$ cat config.mk
export PLATFORM = sky130hd
export DESIGN_NAME = bcr_regs
export DESIGN_NICKNAME = d
export VERILOG_FILES = /design/src/include/bcr_pkg.sv /design/src/hw/bcr_regs.sv
export VERILOG_INCLUDE_DIRS = /design/src /design/src/include
export SDC_FILE = /design/constraint.sdc
export NUM_CORES = 1
export LEC_CHECK = 0
export ABC_AREA = 1
export BUFFER_PORTS_ARGS = -buffer_cell sky130_fd_sc_hd__buf_4
export CELL_PAD_IN_SITES_DETAIL_PLACEMENT = 0
export CELL_PAD_IN_SITES_GLOBAL_PLACEMENT = 2
export CORE_MARGIN = 3
export CORE_UTILIZATION = 36
export CTS_CLUSTER_DIAMETER = 30
export DETAILED_ROUTE_END_ITERATION = 12
export PLACE_DENSITY = 0.86
export SETUP_SLACK_MARGIN = 0.15
export SLEW_MARGIN = 20
export SYNTH_ARGS = -nofsm -noshare
export SYNTH_HDL_FRONTEND = slang
export SYNTH_SLANG_ARGS = --single-unit
$ cat constraint.sdc
create_clock -name ref_clk -period 5.25 [get_ports ref_clk]
set_input_delay 0.2625 -clock ref_clk [delete_from_list [all_inputs] [get_ports ref_clk]]
set_output_delay 0.2625 -clock ref_clk [all_outputs]
set_load 0.05 [all_outputs]
$ cat src/include/bcr_consts.svh
// constants of the converter configuration register bank
// assumes a 10 MHz reference clock
`ifndef BCR_CONSTS_SVH
`define BCR_CONSTS_SVH
// ----------------------------------------------------------------
// register offsets
// ----------------------------------------------------------------
`define BCR_REG_STATUS   8'h00
`define BCR_REG_SET1     8'h01
`define BCR_REG_SET2     8'h02
`define BCR_REG_OUTPUT_VOLTAGE_CODE_REG     8'h03
`define BCR_REG_CMD      8'h04
// ----------------------------------------------------------------
// field positions
// ----------------------------------------------------------------
`define BCR_ILIM_HI      7
`define BCR_ILIM_LO      6
`define BCR_FREQ_HI      5
`define BCR_FREQ_LO      3
`define BCR_SUD_HI       6
`define BCR_SUD_LO       4
`define BCR_MRG_HI       3
`define BCR_MRG_LO       2
`define BCR_SS_HI        1
`define BCR_SS_LO        0
`define BCR_CLEAR_FAULT_FLAGS         0
// ----------------------------------------------------------------
// factory defaults (plain values)
// ----------------------------------------------------------------
`define BCR_FACT_SET1    8'h00
`define BCR_FACT_SET2    8'h00
`define BCR_FACT_OUTPUT_VOLTAGE_CODE_REG    8'h00
`define BCR_MRG_POR      2'h0
`define BCR_CMD_POR      8'h00
// arbitrary bus address
`define BCR_DEV_ADDR     7'h50
// ----------------------------------------------------------------
// output voltage ranges
// ----------------------------------------------------------------
`define BCR_VR0_TOP      8'h80
`define BCR_VR1_TOP      8'hC3
`define BCR_VR2_TOP      8'hF4
// ----------------------------------------------------------------
// timing
// ----------------------------------------------------------------
`define BCR_CLK_NS       100
`define BCR_HALF_MS_NS   500000
`define BCR_HALF_MS_CYC  (`BCR_HALF_MS_NS / `BCR_CLK_NS)
`endif

$ cat src/include/bcr_pkg.sv
// types of the converter configuration register bank
// assumes nothing beyond the constants header
`default_nettype none
package bcr_pkg;
  // serial slave states
  typedef enum logic [6:0] {
    BCR_IDLE  = 7'h01,
    BCR_ADDR  = 7'h02,
    BCR_PTR   = 7'h04,
    BCR_WDATA = 7'h08,
    BCR_ACK   = 7'h10,
    BCR_RDATA = 7'h20,
    BCR_RACK  = 7'h40
  } bcr_state_t;

  // decoded controls for the power stage
  typedef struct packed {
    logic [1:0]  current_limit_sel;
    logic [2:0]  switching_rate_sel;
    logic [2:0]  startup_delay_sel;
    logic [1:0]  margin_sel;
    logic [1:0]  softstart_rate_sel;
    logic [7:0]  output_voltage_code;
    logic [2:0]  load_amps;
    logic [10:0] switch_khz;
    logic signed [3:0] margin_pct;
    logic [10:0] softstart_mv_per_ms;
    logic [12:0] output_voltage_code_reg_mv;
  } bcr_ctrl_t;

  // fault event inputs
  typedef struct packed {
    logic over_current;
    logic thermal_shutdown;
    logic thermal_warning;
  } bcr_fault_t;
endpackage
`default_nettype wire

$ cat src/hw/bcr_regs.sv
// configuration register bank of a step-down converter, serial slave
// assumes scl/sda/en/pg/fault pins asynchronous; rst is power-on reset
`include "bcr_consts.svh"
`default_nettype none
module bcr_regs
  import bcr_pkg::*;
#(
  parameter int        HALF_MS_CYC = `BCR_HALF_MS_CYC,
  parameter logic [7:0] FACT_SET1  = `BCR_FACT_SET1,
  parameter logic [7:0] FACT_SET2  = `BCR_FACT_SET2,
  parameter logic [7:0] FACT_OUTPUT_VOLTAGE_CODE_REG  = `BCR_FACT_OUTPUT_VOLTAGE_CODE_REG
) (
  input  wire logic ref_clk,
  input  wire logic rst,
  input  wire logic scl_in,
  input  wire logic sda_in,
  output logic      sda_out,
  output logic      sda_oe,
  input  wire logic en_pin,
  input  wire logic pg_pin,
  input  wire bcr_fault_t fault_in,
  output bcr_ctrl_t ctrl,
  output logic      power_on,
  output logic [2:0] fault_flags
);
  // ----------------------------------------------------------------
  // decode functions
  // ----------------------------------------------------------------
  function automatic logic [12:0] output_voltage_code_reg_of(input logic [7:0] c);
    if (c <= `BCR_VR0_TOP) return 13'h0280 + 13'(c) * 13'h0005;
    if (c <= `BCR_VR1_TOP) return 13'h050A + 13'(c - 8'h81) * 13'h000A;
    if (c <= `BCR_VR2_TOP) return 13'h07BC + 13'(c - 8'hC4) * 13'h001E;
    return 13'h128E + 13'(c - 8'hF5) * 13'h0032;
  endfunction
  function automatic logic [10:0] khz_of(input logic [2:0] c);
    logic [10:0] r;
    r = 11'h000;
    unique case (c)
      3'h0: r = 11'h136;
      3'h1: r = 11'h190;
      3'h2: r = 11'h1F4;
      3'h3: r = 11'h23A;
      3'h4: r = 11'h294;
      3'h5: r = 11'h30C;
      3'h6: r = 11'h3CA;
      3'h7: r = 11'h4B0;
    endcase
    return r;
  endfunction
  function automatic logic [10:0] ss_of(input logic [1:0] c);
    logic [10:0] r;
    r = 11'h000;
    unique case (c)
      2'h0: r = 11'h0A0;
      2'h1: r = 11'h17C;
      2'h2: r = 11'h2F8;
      2'h3: r = 11'h5DC;
    endcase
    return r;
  endfunction
  function automatic logic [4:0] dly_half_ms(input logic [2:0] c);
    logic [4:0] r;
    r = 5'h00;
    unique case (c)
      3'h0: r = 5'h00;
      3'h1: r = 5'h01;
      3'h2: r = 5'h02;
      3'h3: r = 5'h04;
      3'h4: r = 5'h08;
      3'h5: r = 5'h0C;
      3'h6: r = 5'h10;
      3'h7: r = 5'h14;
    endcase
    return r;
  endfunction

  // ----------------------------------------------------------------
  // pin synchronisers
  // ----------------------------------------------------------------
  logic [1:0] scl_s, sda_s, en_s, pg_s, oc_s, tsd_s, twr_s;
  logic       scl_q, sda_q, en_q;
  always_ff @(posedge ref_clk) begin
    if (rst) begin
      scl_s <= 2'h3;
      sda_s <= 2'h3;
      en_s  <= 2'h0;
      pg_s  <= 2'h0;
      oc_s  <= 2'h0;
      tsd_s <= 2'h0;
      twr_s <= 2'h0;
      scl_q <= 1'b1;
      sda_q <= 1'b1;
      en_q  <= 1'b0;
    end else begin
      scl_s <= {scl_s[0], scl_in};
      sda_s <= {sda_s[0], sda_in};
      en_s  <= {en_s[0], en_pin};
      pg_s  <= {pg_s[0], pg_pin};
      oc_s  <= {oc_s[0], fault_in.over_current};
      tsd_s <= {tsd_s[0], fault_in.thermal_shutdown};
      twr_s <= {twr_s[0], fault_in.thermal_warning};
      scl_q <= scl_s[1];
      sda_q <= sda_s[1];
      en_q  <= en_s[1];
    end
  end
  logic scl_rise, scl_fall, bus_start, bus_stop, en_rise;
  assign scl_rise  = scl_s[1] & ~scl_q;
  assign scl_fall  = ~scl_s[1] & scl_q;
  assign bus_start = scl_s[1] & scl_q & sda_q & ~sda_s[1];
  assign bus_stop  = scl_s[1] & scl_q & ~sda_q & sda_s[1];
  assign en_rise   = en_s[1] & ~en_q;

  // ----------------------------------------------------------------
  // register storage
  // ----------------------------------------------------------------
  logic [4:0] set1;
  logic [6:0] set2;
  logic [7:0] output_voltage_code_reg;
  logic [6:0] cmd_hi;
  logic       cmd_clr;
  logic       wr_fire;
  logic [7:0] ptr, shreg;
  function automatic logic [7:0] rd_mux(input logic [7:0] a);
    logic [7:0] r;
    unique case (a)
      `BCR_REG_STATUS: r = {fault_flags, 1'b0, en_s[1], 1'b1, ~|fault_flags, pg_s[1]};
      `BCR_REG_SET1:   r = {set1, 3'h0};
      `BCR_REG_SET2:   r = {1'b0, set2};
      `BCR_REG_OUTPUT_VOLTAGE_CODE_REG:   r = output_voltage_code_reg;
      `BCR_REG_CMD:    r = {cmd_hi, cmd_clr};
      default:         r = 8'h00;
    endcase
    return r;
  endfunction
  always_ff @(posedge ref_clk) begin
    if (rst) begin
      set1 <= FACT_SET1[`BCR_ILIM_HI:`BCR_FREQ_LO];
      set2 <= {FACT_SET2[`BCR_SUD_HI:`BCR_SUD_LO], `BCR_MRG_POR,
               FACT_SET2[`BCR_SS_HI:`BCR_SS_LO]};
      output_voltage_code_reg <= FACT_OUTPUT_VOLTAGE_CODE_REG;
      cmd_hi <= 7'(`BCR_CMD_POR >> 1);
    end else if (wr_fire) begin
      unique case (ptr)
        `BCR_REG_SET1: set1 <= shreg[`BCR_ILIM_HI:`BCR_FREQ_LO];
        `BCR_REG_SET2: set2 <= shreg[`BCR_SUD_HI:`BCR_SS_LO];
        `BCR_REG_OUTPUT_VOLTAGE_CODE_REG: output_voltage_code_reg <= shreg;
        `BCR_REG_CMD:  cmd_hi <= shreg[7:1];
        default: ;
      endcase
    end
  end
  // clear command and latched flags
  always_ff @(posedge ref_clk) begin
    if (rst)
      cmd_clr <= 1'b0;
    else
      cmd_clr <= wr_fire && ptr == `BCR_REG_CMD && shreg[`BCR_CLEAR_FAULT_FLAGS];
  end
  always_ff @(posedge ref_clk) begin
    if (rst)
      fault_flags <= 3'h0;
    else
      fault_flags <= (fault_flags & ~{3{cmd_clr}}) | {oc_s[1], tsd_s[1], twr_s[1]};
  end

  // ----------------------------------------------------------------
  // decoded controls
  // ----------------------------------------------------------------
  always_ff @(posedge ref_clk) begin
    if (rst) begin
      ctrl <= '0;
    end else begin
      {ctrl.current_limit_sel, ctrl.switching_rate_sel}                  <= set1;
      {ctrl.startup_delay_sel, ctrl.margin_sel, ctrl.softstart_rate_sel} <= set2;
      ctrl.output_voltage_code <= output_voltage_code_reg;
      ctrl.load_amps           <= 3'(set1[4:3]) + 3'h2;
      ctrl.switch_khz          <= khz_of(set1[2:0]);
      ctrl.margin_pct          <= set2[3] ? 4'sh5 : (set2[2] ? -4'sh5 : 4'sh0);
      ctrl.softstart_mv_per_ms <= ss_of(set2[1:0]);
      ctrl.output_voltage_code_reg_mv             <= output_voltage_code_reg_of(output_voltage_code_reg);
    end
  end

  // ----------------------------------------------------------------
  // start-up delay
  // ----------------------------------------------------------------
  logic [23:0] dly_cnt;
  logic        dly_run;
  always_ff @(posedge ref_clk) begin
    if (rst || !en_s[1]) begin
      dly_cnt  <= 24'h000000;
      dly_run  <= 1'b0;
      power_on <= 1'b0;
    end else if (en_rise) begin
      if (set2[6:4] == 3'h0) begin
        power_on <= 1'b1;
      end else begin
        dly_cnt <= 24'(int'(dly_half_ms(set2[6:4])) * HALF_MS_CYC - 1);
        dly_run <= 1'b1;
      end
    end else if (dly_run) begin
      if (dly_cnt == 24'h000000) begin
        dly_run  <= 1'b0;
        power_on <= 1'b1;
      end else begin
        dly_cnt <= dly_cnt - 24'h000001;
      end
    end
  end

  // ----------------------------------------------------------------
  // serial slave
  // ----------------------------------------------------------------
  bcr_state_t state, after;
  logic [3:0] bit_cnt;
  logic       wr_pend, nack;
  assign wr_fire = scl_fall && state == BCR_ACK && wr_pend;
  assign sda_out = 1'b0;
  assign sda_oe  = (state == BCR_ACK) || (state == BCR_RDATA && !shreg[7]);

  always_ff @(posedge ref_clk) begin
    if (rst || bus_stop) begin
      state   <= BCR_IDLE;
      after   <= BCR_IDLE;
      bit_cnt <= 4'h0;
      wr_pend <= 1'b0;
      nack    <= 1'b0;
    end else if (bus_start) begin
      state   <= BCR_ADDR;
      bit_cnt <= 4'h0;
      wr_pend <= 1'b0;
    end else if (scl_rise) begin
      if (state inside {BCR_ADDR, BCR_PTR, BCR_WDATA}) begin
        shreg   <= {shreg[6:0], sda_s[1]};
        bit_cnt <= bit_cnt + 4'h1;
      end
      if (state == BCR_RACK)
        nack <= sda_s[1];
    end else if (scl_fall) begin
      unique case (state)
        BCR_IDLE: ;
        BCR_ADDR, BCR_PTR, BCR_WDATA: begin
          if (bit_cnt == 4'h8) begin
            bit_cnt <= 4'h0;
            state   <= BCR_ACK;
            wr_pend <= (state == BCR_WDATA);
            if (state == BCR_ADDR) begin
              if (shreg[7:1] != `BCR_DEV_ADDR)
                state <= BCR_IDLE;
              after <= shreg[0] ? BCR_RDATA : BCR_PTR;
            end else begin
              if (state == BCR_PTR)
                ptr <= shreg;
              after <= BCR_WDATA;
            end
          end
        end
        BCR_ACK: begin
          wr_pend <= 1'b0;
          state   <= after;
          if (wr_pend)
            ptr <= ptr + 8'h01;
          if (after == BCR_RDATA) begin
            shreg <= rd_mux(ptr);
            ptr   <= ptr + 8'h01;
          end
        end
        BCR_RDATA: begin
          shreg   <= {shreg[6:0], 1'b0};
          bit_cnt <= bit_cnt + 4'h1;
          if (bit_cnt == 4'h7) begin
            bit_cnt <= 4'h0;
            state   <= BCR_RACK;
          end
        end
        BCR_RACK: begin
          if (nack) begin
            state <= BCR_IDLE;
          end else begin
            state <= BCR_RDATA;
            shreg <= rd_mux(ptr);
            ptr   <= ptr + 8'h01;
          end
        end
      endcase
    end
  end

  // ----------------------------------------------------------------
  // checks
  // ----------------------------------------------------------------
  limit_decode_a: assert property (@(posedge ref_clk) disable iff (rst)
    set1[4:3] == 2'h3 |=> ctrl.load_amps == 3'h5) else $error("load class wrong");
  rate_decode_a: assert property (@(posedge ref_clk) disable iff (rst)
    set1[2:0] == 3'h7 |=> ctrl.switch_khz == 11'h4B0) else $error("rate wrong");
  reserved_zero_a: assert property (@(posedge ref_clk) disable iff (rst)
    rd_mux(`BCR_REG_SET1) == {set1, 3'h0} && rd_mux(`BCR_REG_SET2) <= 8'h7F)
    else $error("reserved bit not zero");
  por_default_a: assert property (@(posedge ref_clk)
    rst |=> output_voltage_code_reg == FACT_OUTPUT_VOLTAGE_CODE_REG && set2[3:2] == `BCR_MRG_POR) else $error("bad defaults");
  startup_now_a: assert property (@(posedge ref_clk) disable iff (rst)
    en_rise && set2[6:4] == 3'h0 |=> power_on) else $error("no immediate start");
  startup_wait_a: assert property (@(posedge ref_clk) disable iff (rst)
    en_rise && set2[6:4] != 3'h0 |=> !power_on [*2]) else $error("start too early");
  margin_decode_a: assert property (@(posedge ref_clk) disable iff (rst)
    set2[3:2] == 2'h1 |=> ctrl.margin_pct == -4'sh5) else $error("margin wrong");
  soft_decode_a: assert property (@(posedge ref_clk) disable iff (rst)
    set2[1:0] == 2'h3 |=> ctrl.softstart_mv_per_ms == 11'h5DC) else $error("slope wrong");
  output_voltage_code_reg_map_a: assert property (@(posedge ref_clk) disable iff (rst)
    output_voltage_code_reg == 8'hC4 |=> ctrl.output_voltage_code_reg_mv == 13'h07BC) else $error("output_voltage_code_reg map wrong");
  clear_pulse_a: assert property (@(posedge ref_clk) disable iff (rst)
    cmd_clr |=> !cmd_clr ##0 (fault_flags == ($past({oc_s[1], tsd_s[1], twr_s[1]}))))
    else $error("clear did not act");
  flag_hold_a: assert property (@(posedge ref_clk) disable iff (rst)
    fault_flags[2] && !cmd_clr |=> fault_flags[2]) else $error("flag lost");
  enable_keep_a: assert property (@(posedge ref_clk) disable iff (rst)
    !wr_fire |=> $stable(set1) && $stable(output_voltage_code_reg)) else $error("registers changed");
endmodule
`default_nettype wire

# Word-level counts from Yosys, hierarchy flattened
# Memory sizes are Yosys's and may differ from the RTL's. A register that Yosys moved wholly into a read port is not among the register bits.
# Cells that the tools add are included.
[word_totals]
reg_bits = 172
mem_bits_ro = 120
input_bits = 9
output_inout_bits = 68
wordCells = 225
n_memories = 2
[memory_table]
columns = ["memory", "depth", "width", "read_ports", "rd_clocked_by_memory_dff", "write_ports", "line", "rtl"]
rows = [
  ["(no name shown)", 8, 10, 1, 1, 0, "bcr_regs.sv:38", "unique case (c)"],
  ["(no name shown)", 8, 5, 1, 1, 0, "bcr_regs.sv:64", "unique case (c)"],
]
[classes]
add_sub_neg = 12
multipliers = 5
order_cmp = 3
n_eq_ne = 33
mux = 68
n_bitwise = 19
n_reduce_logical = 44
[op_table]
columns = ["cell", "count"]
rows = [
  ["$mux W24", 4],
  ["$mux W8", 11],
  ["$mux W13", 6],
  ["$pmux W8 S3", 2],
  ["$pmux W11 S4", 1],
  ["$pmux W8 S5", 1],
  ["$pmux W7 S4", 1],
  ["$sub A8 B8 Y9 const B", 3],
  ["$add A11 B13 Y13 const A", 2],
  ["$mux W5", 5],
  ["$le A8 B8 Y1 const B", 3],
  ["$logic_not A24 Y1", 1],
  ["$mux W4", 6],
  ["$sub A24 B1 Y24 const B", 1],
  ["$sub A18 B1 Y19 const B", 1],
  ["$mux W1", 18],
  ["$mux W6", 3],
  ["$eq A8 B2 Y1 const B", 2],
  ["$mul A5 B10 Y15 const B", 1],
  ["$reduce_and A5 Y1", 3],
  ["$eq A7 B6 Y1 const B", 2],
  ["$mux W7", 2],
  ["$add A13 B13 Y13 const A", 1],
  ["$mul A13 B3 Y12 const B", 1],
  ["other kinds (49)", 103],
]

# Logic depth before layout (Yosys ltp)
# Gate-level depths: netlist of the first run.
[logic_depth]
word_depth = 11
depth_mapped = 30
ltp_nobuf = 29

# Worst setup path before layout of the first run
# Ideal clock, no wire load.
[synth_path]
path_kind = "register to register"
from = "register output_voltage_code_reg[0]"
to = "register ctrl[12] (netlist name)"
t_arrival_ns = 3.969
required_ns = 5.126
path_slack_ns = 1.157
path_stages_with_launch = 25
path_buffers = 0
period_less_slack_ns = 4.093
path_cell_list = "dfxtp_1 > inv_1 > ha_1 > inv_1 > a21oi_1 > nor2_1 > xor2_1 > ha_1 > ha_1 > inv_1 > fa_1 > inv_1 > ha_1 > nand2_1 > or2_2 > nand3_1 > nand2_1 > nand2_1 > nand3_1 > inv_1 > nand3_1 > nand3_1 > nand2_1 > nand2_1 > a21oi_1"
[synth_between]
elab_chain_len = 8
elab_cells_between_ends = 26
[synth_lines]
columns = ["element", "line", "rtl"]
rows = [
  ["from (decl)", "bcr_regs.sv:119", "logic [7:0] output_voltage_code_reg;"],
  ["from (signal assigned)", "bcr_regs.sv:147", "`BCR_REG_OUTPUT_VOLTAGE_CODE_REG: output_voltage_code_reg <= shreg;"],
  ["$sub A8 B8 Y9 or $le A8 B8 Y1 (tied branches)", "--", ""],
  ["$mul A13 B3 Y12 or $mux W1 (tied branches)", "bcr_regs.sv:31, bcr_regs.sv:32", ""],
  ["$add A11 B13 Y13 or $mux W1 (tied branches)", "bcr_regs.sv:31, bcr_regs.sv:32", ""],
  ["$mux W13 or $mux W1 (tied branches)", "bcr_regs.sv:31", "if (c <= `BCR_VR1_TOP) return 13'h050A + 13'(c - 8'h81) * 13'h000A;"],
  ["$mux W13 or $mux W1 (tied branches)", "bcr_regs.sv:32, bcr_regs.sv:171", ""],
  ["$mux W13", "bcr_regs.sv:33", "return 13'h128E + 13'(c - 8'hF5) * 13'h0032;"],
  ["$mux W13", "bcr_regs.sv:32", "if (c <= `BCR_VR2_TOP) return 13'h07BC + 13'(c - 8'hC4) * 13'h001E;"],
  ["$mux W13 (*)", "bcr_regs.sv:31", ""],
  ["to (decl)", "bcr_regs.sv:22", "output bcr_ctrl_t ctrl,"],
]
# Every way passes the cells marked *; elsewhere a longest branch is shown, timed or not. The select of a mux whose other input is x is not followed.
# A chain may end at the register's enable or synchronous reset.

# Final worst setup path of the first run
[layout_path]
from = "register output_voltage_code_reg[3]"
to = "register ctrl[11] (netlist name)"
[layout_between]
elab_chain_len = 8
elab_cells_between_ends = 29
[layout_lines]
columns = ["element", "line"]
rows = [
  ["$sub A8 B8 Y9, or another cell as far along", "bcr_regs.sv:31"],
  ["$mul A13 B3 Y12, or another cell as far along", "bcr_regs.sv:31"],
  ["$add A11 B13 Y13, or another cell as far along", "bcr_regs.sv:31"],
  ["$mux W13 or $mux W1 (tied branches)", "bcr_regs.sv:31"],
  ["$mux W13 or $mux W1 (tied branches)", "bcr_regs.sv:32, bcr_regs.sv:171"],
  ["$mux W13", "bcr_regs.sv:33"],
  ["$mux W13", "bcr_regs.sv:32"],
  ["$mux W13 (*)", "bcr_regs.sv:31"],
]
# Marked as above.

==> impl_summary.log, run 1 <==
INFO  metric synthesis.instances = ~1600
INFO  metric route.detailed.wl_per_inst = 16.0 um
INFO  metric count_of_buffers_from_port_buffering = 72
INFO  metric largestRegisters = ctrl (52), dly_cnt (24)
INFO  metric synthDominantCellAreaShare = 25.5%
INFO  metric vias_per_cell = 5.05
INFO  metric layout_common_cells = 250 x sky130_fd_sc_hd__inv_1, 244 x sky130_fd_sc_hd__nand2_1, 148 x sky130_fd_sc_hd__dfxtp_1, 141 x sky130_fd_sc_hd__nor2_1, 124 x sky130_fd_sc_hd__a21oi_1
INFO  metric grt_setup_unrepaired = false
INFO  metric detailroute.via_count = between 10000 and 15000
INFO  metric setup_viols_final = 0
INFO  metric hold_depth = 3
INFO  metric timing.final.ws_setup = 0.585 ns
INFO  metric power_per_standard_cell_area = around 200 nW/um^2
INFO  metric period_share = 88.9%
INFO  metric drtPass1Iterations = 5
INFO  metric num_rows = 65
INFO  metric cp.arrival = 5.00 ns
INFO  metric cts.repair.resized = 0
INFO  metric status = complete, no violations
INFO  metric floorplan.die_area = between 30000 and 40000 sq um
INFO  metric ys.warnings.count = 0
INFO  metric largest-register = ctrl
INFO  metric syn_area_per_cell = around 7.4 sq um
INFO  metric timing.max_cap.violations = 0
INFO  metric die_y = 186 um
INFO  metric cell_types_occupying_the_most_area_after_synthesis = sky130_fd_sc_hd__dfxtp_1 25%, sky130_fd_sc_hd__ha_1 13%, sky130_fd_sc_hd__inv_1 8.1%
INFO  metric synth.distinct_cells = 65
INFO  metric antenna_found_initial = 0
INFO  metric synth_flop_cell = sky130_fd_sc_hd__dfxtp_1
INFO  metric first_global_vias = approximately 9700
INFO  metric post_dp_cell_area = 12500 sq um
INFO  metric tritoncts_num_sinks = 164
INFO  metric crit_path_start_kind = flop
INFO  metric fin_tns_setup = 0 ns
INFO  metric endpoint_kind = flop
INFO  metric floorplan.initialDensity = approximately 37%
INFO  metric fillers = 3276
INFO  metric cts.clk_slew.worst_paths = 0.07 ns
INFO  metric globalplace.congestion = 0.866
INFO  metric clk-insertion-delay-late = 0.45 ns
INFO  metric tot_gr_track_use = 19.5%
INFO  metric drv_slew = 0
INFO  metric chip_width = 186 um
INFO  metric fmaxAchievable = 214 MHz
INFO  metric cts_tree = built
INFO  metric static-leakage-power = 6.30 nW
INFO  metric critical_path_peak_fanout = 11
INFO  metric drc = 0
INFO  metric cts.hold.buffers_added = 4
INFO  metric grt_overflow = 0
INFO  metric detail_route.wirelength = 33000 um
INFO  metric postSynth.asyncResetShare = 0%
INFO  metric core_area = 31700 sq um
INFO  metric grt_start_max_net_pins = 65
INFO  metric seq_area_frac_synth = 29.6%
INFO  metric clock_skew = approximately 0.013 ns
INFO  metric floorplan.io_pins = 77
INFO  metric num-nets-final = 1798
INFO  metric peakVddDrop = 0.000234 V
INFO  metric root_driver = sky130_fd_sc_hd__clkbuf_16
INFO  metric netlist_area_pre_place = ~12000 sq um
INFO  metric worstSetupPathType = reg -> reg
INFO  metric timing.critical_path.required = 5.58 ns
INFO  metric post-cts-setup-buffers = 0
INFO  metric synth_enable_flop_cells = 16
INFO  metric post-route-util = about two fifths
INFO  metric detailedPlace.worstSlack = 0.604 ns
INFO  metric detail-route-antenna-nets = 0
INFO  metric layout_commonest_cell = sky130_fd_sc_hd__inv_1
INFO  metric tritoncts_buffers = 17
INFO  metric drt_iter0_drc = 658
INFO  metric grt_pass1_wl = 53200 um
INFO  metric antennaDiodeCount = 0
INFO  metric timing.final.crit_period = 4.67 ns
INFO  metric fin_area = 13200 sq um
INFO  metric slew-limit-headroom = between 20 and 30%
INFO  metric synth-seq-cells = 164
INFO  metric dp_hpwl = 25600 um
INFO  metric largest_register_ffs = 52
INFO  metric fin_hold_ws = 0.0146 ns
INFO  metric finalHoldViolCount = 0
INFO  metric cts.path.max_buffers = 2
INFO  metric ctsHtreeMaxLevel = 4
INFO  metric worstRegToRegCells = 21
INFO  metric tightestPinTransition = about 1.1 ns
INFO  metric synthToLayoutAreaGrowth = 13.4%
INFO  metric synth.largest_area_cell = sky130_fd_sc_hd__dfxtp_1
INFO  metric holdCritPathClass = in -> reg
INFO  metric final_layout_size_suffix_gt1_share = 10.3%
kinds of logic after synthesis:
group | Yosys count | share of synthesized area, %
adders and majority gates | 145 | 17.0
xor gates and xnor gates | 68 | 5.12
DFF | 164 | 29.6
buffers and inverters | 308 | 10.6
and+or+nand+nor | 581 | 22.7
other | 1 | 0.0322
AOI/OAI and AO/OA | 310 | 14.9
cell usage after synthesis, drive strengths merged (2+ instances only):
library cell and instances:
a211oi 11, a21boi 3, a21o 4, a21oi 124, a221oi 4, a31oi 11
buf 22, clkbuf 22, clkinv 4, dfxtp 148, edfxtp 16, fa 22
ha 123, inv 260, nand2 248, nand3 92, nand3b 7, nand4 23
nor2 156, nor3 30, nor3b 2, nor4 6, o2111ai 2, o211ai 7
o21ai 110, o21bai 3, o221ai 2, o22ai 18, o31ai 2, or2 15
xnor2 20, xor2 48
final cells by class:
class	instances	area, sq um	share of cell area (%)
clock inverter	15	168	1.27
tap	402	503	3.81
inverter	264	993	7.53
timing repair buffer	89	678	5.14
clock buffer	17	425	3.22
sequential	164	3440	26.1
multi-input combinational	1108	6980	52.9
per-stage QoR:
step | instances | total power [W]
2_1_floorplan | 1580 | 0.00138
3_3_place_gp | 2023 | 0.00142
3_5_place_dp | 2023 | 0.00142
4_1_cts | 2059 | 0.00273
5_1_grt | 2059 | 0.00280
6_report | 2059 | 0.00270
worst paths after layout:
check / start / slack [ns] / to
setup / recovery: output_voltage_code_reg[3] / 0.58 / ctrl[11]
hold / removal: fault_in[0] / 0.01 / twr_s[0]
setup reg to reg: output_voltage_code_reg[3] / 0.58 / ctrl[11]
hold reg to reg: pg_s[0] / 0.41 / pg_s[1]
per-layer routing:
metal  vias up  share of wire, %  GRT usage (%)
li1       5301                 -              -
met1      4882                48           26.9
met2       186                47           32.0
met3        34               3.4           3.44
met4         0               1.6           4.62
met5         -                 0              0
worst max-delay path: stages, from the launching register on:
cell,delay (ns)
sky130_fd_sc_hd__dfxtp_1,0.59
sky130_fd_sc_hd__inv_1,0.26
sky130_fd_sc_hd__ha_1,0.31
sky130_fd_sc_hd__xnor2_1,0.34
sky130_fd_sc_hd__inv_1,0.15
sky130_fd_sc_hd__ha_1,0.35
sky130_fd_sc_hd__xor2_1,0.18
sky130_fd_sc_hd__fa_1,0.54
sky130_fd_sc_hd__inv_1,0.04
sky130_fd_sc_hd__ha_1,0.34
sky130_fd_sc_hd__a21oi_1,0.33
sky130_fd_sc_hd__nand3_1,0.12
sky130_fd_sc_hd__nand2_1,0.07
sky130_fd_sc_hd__nand2_1,0.09
sky130_fd_sc_hd__nor2_2,0.18
sky130_fd_sc_hd__nand3_1,0.12
sky130_fd_sc_hd__inv_1,0.09
sky130_fd_sc_hd__nand2_1,0.05
sky130_fd_sc_hd__nand3_1,0.09
sky130_fd_sc_hd__o21ai_0,0.10
sky130_fd_sc_hd__a21oi_1,0.15
sky130_fd_sc_hd__nor2_1,0.06
report_power, final:
group          total (W)  leakage, nW  internal, W  switching (W)
clock            0.00131        0.294     0.000716       0.000597
sequential       0.00128         1.35      0.00127     0.00000772
combinational   0.000111         4.66    0.0000309      0.0000800
total            0.00270         6.30      0.00202       0.000684
No activity file was read; power rests on OpenSTA's default activity.
==> run 2, diff against run 1 <==
--- a/config.mk
+++ b/config.mk
@@ -14,7 +14,7 @@
 export CORE_UTILIZATION = 36
 export CTS_CLUSTER_DIAMETER = 30
 export DETAILED_ROUTE_END_ITERATION = 12
-export PLACE_DENSITY = 0.86
+export PLACE_DENSITY_LB_ADDON = 0.1
 export SETUP_SLACK_MARGIN = 0.15
 export SLEW_MARGIN = 20
 export SYNTH_ARGS = -nofsm -noshare
==> run 2 against run 1 <==
Net effect: via count shrank 2.1%; global-route usage increased by 0.25 points; sequential power barely moved; largest cell class unchanged; hold slack gained 0.25 ns; critical path type unchanged; highest routed layer unchanged; sequential cell count unchanged.
==> impl_summary.log, run 2 (synthesis gave the netlist of run 1 again) <==
INFO  metric detail-route-antenna-nets = 0
INFO  metric placed_cells = 2026
INFO  metric status = complete, no violations
INFO  metric detailroute.via_count = 10188
INFO  metric layout_commonest_cell = sky130_fd_sc_hd__inv_1
INFO  metric finalHoldViolCount = 0
INFO  metric period_share = about 89%
INFO  metric largest_register_ffs = 52
INFO  metric count_of_buffers_from_port_buffering = 72
INFO  metric layout_common_cells = 249 x sky130_fd_sc_hd__inv_1, 244 x sky130_fd_sc_hd__nand2_1, 147 x sky130_fd_sc_hd__dfxtp_1, 141 x sky130_fd_sc_hd__nor2_1, 124 x sky130_fd_sc_hd__a21oi_1
INFO  metric floorplan.io_pins = 77
INFO  metric antennaDiodeCount = 0
INFO  metric die_y = 186 um
INFO  metric crit_path_start_kind = flop
INFO  metric drt_iter0_drc = 611
INFO  metric timing.max_cap.violations = 0
INFO  metric setup_viols_final = 0
INFO  metric cts.clk_slew.worst_paths = 0.08 ns
INFO  metric ctsHtreeMaxLevel = 4
INFO  metric dp_hpwl = around 26000 um
INFO  metric num-nets-final = 1807
INFO  metric synthToLayoutAreaGrowth = 14.0%
INFO  metric globalplace.congestion = 0.840
INFO  metric detailedPlace.worstSlack = ~0.53 ns
INFO  metric floorplan.initialDensity = a little under two fifths
INFO  metric timing.final.ws_setup = 0.580 ns
INFO  metric power_per_standard_cell_area = 201 nW/um^2
INFO  metric vias_per_cell = 4.93
INFO  metric worstSetupPathType = reg -> reg
INFO  metric sequential_cell_area = 3440 sq um
INFO  metric grt_pass1_wl = 53800 um
INFO  metric cts.path.max_buffers = 2
INFO  metric critical_path_peak_fanout = 11
INFO  metric fmaxAchievable = 214 MHz
INFO  metric top_layer = met4
INFO  metric slew-limit-headroom = 53.3%
INFO  metric root_driver = sky130_fd_sc_hd__clkbuf_16
INFO  metric largest-register = ctrl
INFO  metric met3RoutedLength = 1100 um
INFO  metric fin_area = about 13000 sq um
INFO  metric drc = 0
INFO  metric drv_slew = 0
INFO  metric grt_start_max_net_pins = 49
INFO  metric timing.critical_path.required = between 5 and 6 ns
INFO  metric tritoncts_buffers = 17
INFO  metric largestRegisters = ctrl (52), dly_cnt (24)
INFO  metric fillers = between 3000 and 4000
INFO  metric chip_width = 186 um
INFO  metric first_global_vias = 9812
INFO  metric core_area = 31700 sq um
INFO  metric tritoncts_num_sinks = 164
INFO  metric wl_met2 = 14200 um
INFO  metric final_layout_size_suffix_gt1_share = 10.9%
INFO  metric setup.reg_to_reg.worst_slack = a little under 0.6 ns
INFO  metric grt_overflow = 0
INFO  metric floorplan.die_area = 34500 sq um
INFO  metric route.detailed.wl_per_inst = around 16 um
INFO  metric number_of_cells_in_the_finished_layout_apart_from_fillers = approximately 2100
INFO  metric grt_setup_unrepaired = false
INFO  metric drtPass1Iterations = 5
INFO  metric timing.final.crit_period = 4.67 ns
INFO  metric detail_route.wirelength.met1 = ~18000 um
INFO  metric clk-insertion-delay-late = roughly 0.45 ns
INFO  metric peakVddDrop = 0.000250 V
INFO  metric num_rows = 65
INFO  metric cts_tree = built
INFO  metric holdCritPathClass = in -> reg
INFO  metric fin_tns_setup = 0 ns
INFO  metric static-leakage-power = around 6.3 nW
INFO  metric tot_gr_track_use = 19.8%
INFO  metric cp.arrival = 5.05 ns
INFO  metric detail_route.wirelength = around 33000 um
INFO  metric post_dp_cell_area = 12600 sq um
INFO  metric clock_skew = 0.0146 ns
INFO  metric post-layout-total-power = 0.00266 W
INFO  metric endpoint_kind = flop
INFO  metric antenna_found_initial = 0
INFO  metric multi_input_area = 6970 sq um
INFO  metric tightestPinTransition = roughly 0.70 ns
## run 2: changes by cell type in the layout (fill, tap and decap cells not counted), moves of 2 or more
cell	change
sky130_fd_sc_hd__dlygate4sd3_1	+3
sky130_fd_sc_hd__inv_4	+2
sky130_fd_sc_hd__clkinv_8	+4
sky130_fd_sc_hd__buf_4	+6
sky130_fd_sc_hd__inv_6	-2
sky130_fd_sc_hd__bufinv_16	-2
sky130_fd_sc_hd__clkinv_1	-2
## run 2: cell type report
class	count	share of cell area, %
Multi-Input combinational cell	1108	52.6
Sequential cell	164	26.0
Inverter	264	7.52
Timing Repair Buffer	98	5.68
Tap cell	402	3.79
Clock buffer	17	3.21
Clock inverter	15	1.23
## run 2: per-layer routing
metal  vias up  global-route usage [%]
met5         -                       0
met4         0                    4.86
met3        26                    3.19
met2       157                    30.1
met1      4690                    29.2
li1       5315                       -
## run 2: stage by stage
| step | util (%) | hold slack, ns |
|---|---|---|
| after floorplan | - | 0.366 |
| after global placement | 39.6 | 0.393 |
| after detailed placement | 39.6 | 0.394 |
| after CTS | 41.7 | 0.254 |
| after global routing | 41.8 | 0.277 |
| final | 41.8 | 0.265 |
## run 2: critical path, stage by stage, from the launching register on
cell and delay (ns):
sky130_fd_sc_hd__dfxtp_1 0.59, sky130_fd_sc_hd__inv_1 0.25, sky130_fd_sc_hd__ha_1 0.29, sky130_fd_sc_hd__xnor2_1 0.46, sky130_fd_sc_hd__inv_1 0.17, sky130_fd_sc_hd__ha_1 0.36
sky130_fd_sc_hd__xor2_1 0.19, sky130_fd_sc_hd__fa_1 0.50, sky130_fd_sc_hd__inv_1 0.04, sky130_fd_sc_hd__ha_1 0.34, sky130_fd_sc_hd__a21oi_1 0.33, sky130_fd_sc_hd__nand3_1 0.12
sky130_fd_sc_hd__nand2_1 0.07, sky130_fd_sc_hd__nand2_1 0.09, sky130_fd_sc_hd__nor2_2 0.17, sky130_fd_sc_hd__nand3_1 0.11, sky130_fd_sc_hd__nand2_1 0.12, sky130_fd_sc_hd__inv_1 0.05
sky130_fd_sc_hd__nand3_1 0.06, sky130_fd_sc_hd__nand3_1 0.07, sky130_fd_sc_hd__nand2_1 0.06, sky130_fd_sc_hd__nand2_1 0.04, sky130_fd_sc_hd__a21oi_1 0.11
## run 2: timing repair
action | in CTS | in global routing
setup buffers | 0 | 3
setup endpoints to repair | 0 | 2
hold buffers | 7 | 0
resized for setup | 0 | 2
endpoints found under the hold margin | 7 | 0
## run 2: final timing paths
| kind | depth (start not counted) | start | end |
|---|---|---|---|
| worst min register to register | 2 | oc_s[0] | oc_s[1] |
| worst max-delay path | 22 | output_voltage_code_reg[3] | ctrl[12] |
| worst max register to register | 22 | output_voltage_code_reg[3] | ctrl[12] |
| worst min-delay path | 2 | rst | ctrl[51] |
## run 2: where the power goes
group          switching [W]  total (W)  internal (W)
sequential        0.00000714    0.00128       0.00127
clock               0.000633    0.00127      0.000639
combinational      0.0000777   0.000110     0.0000324
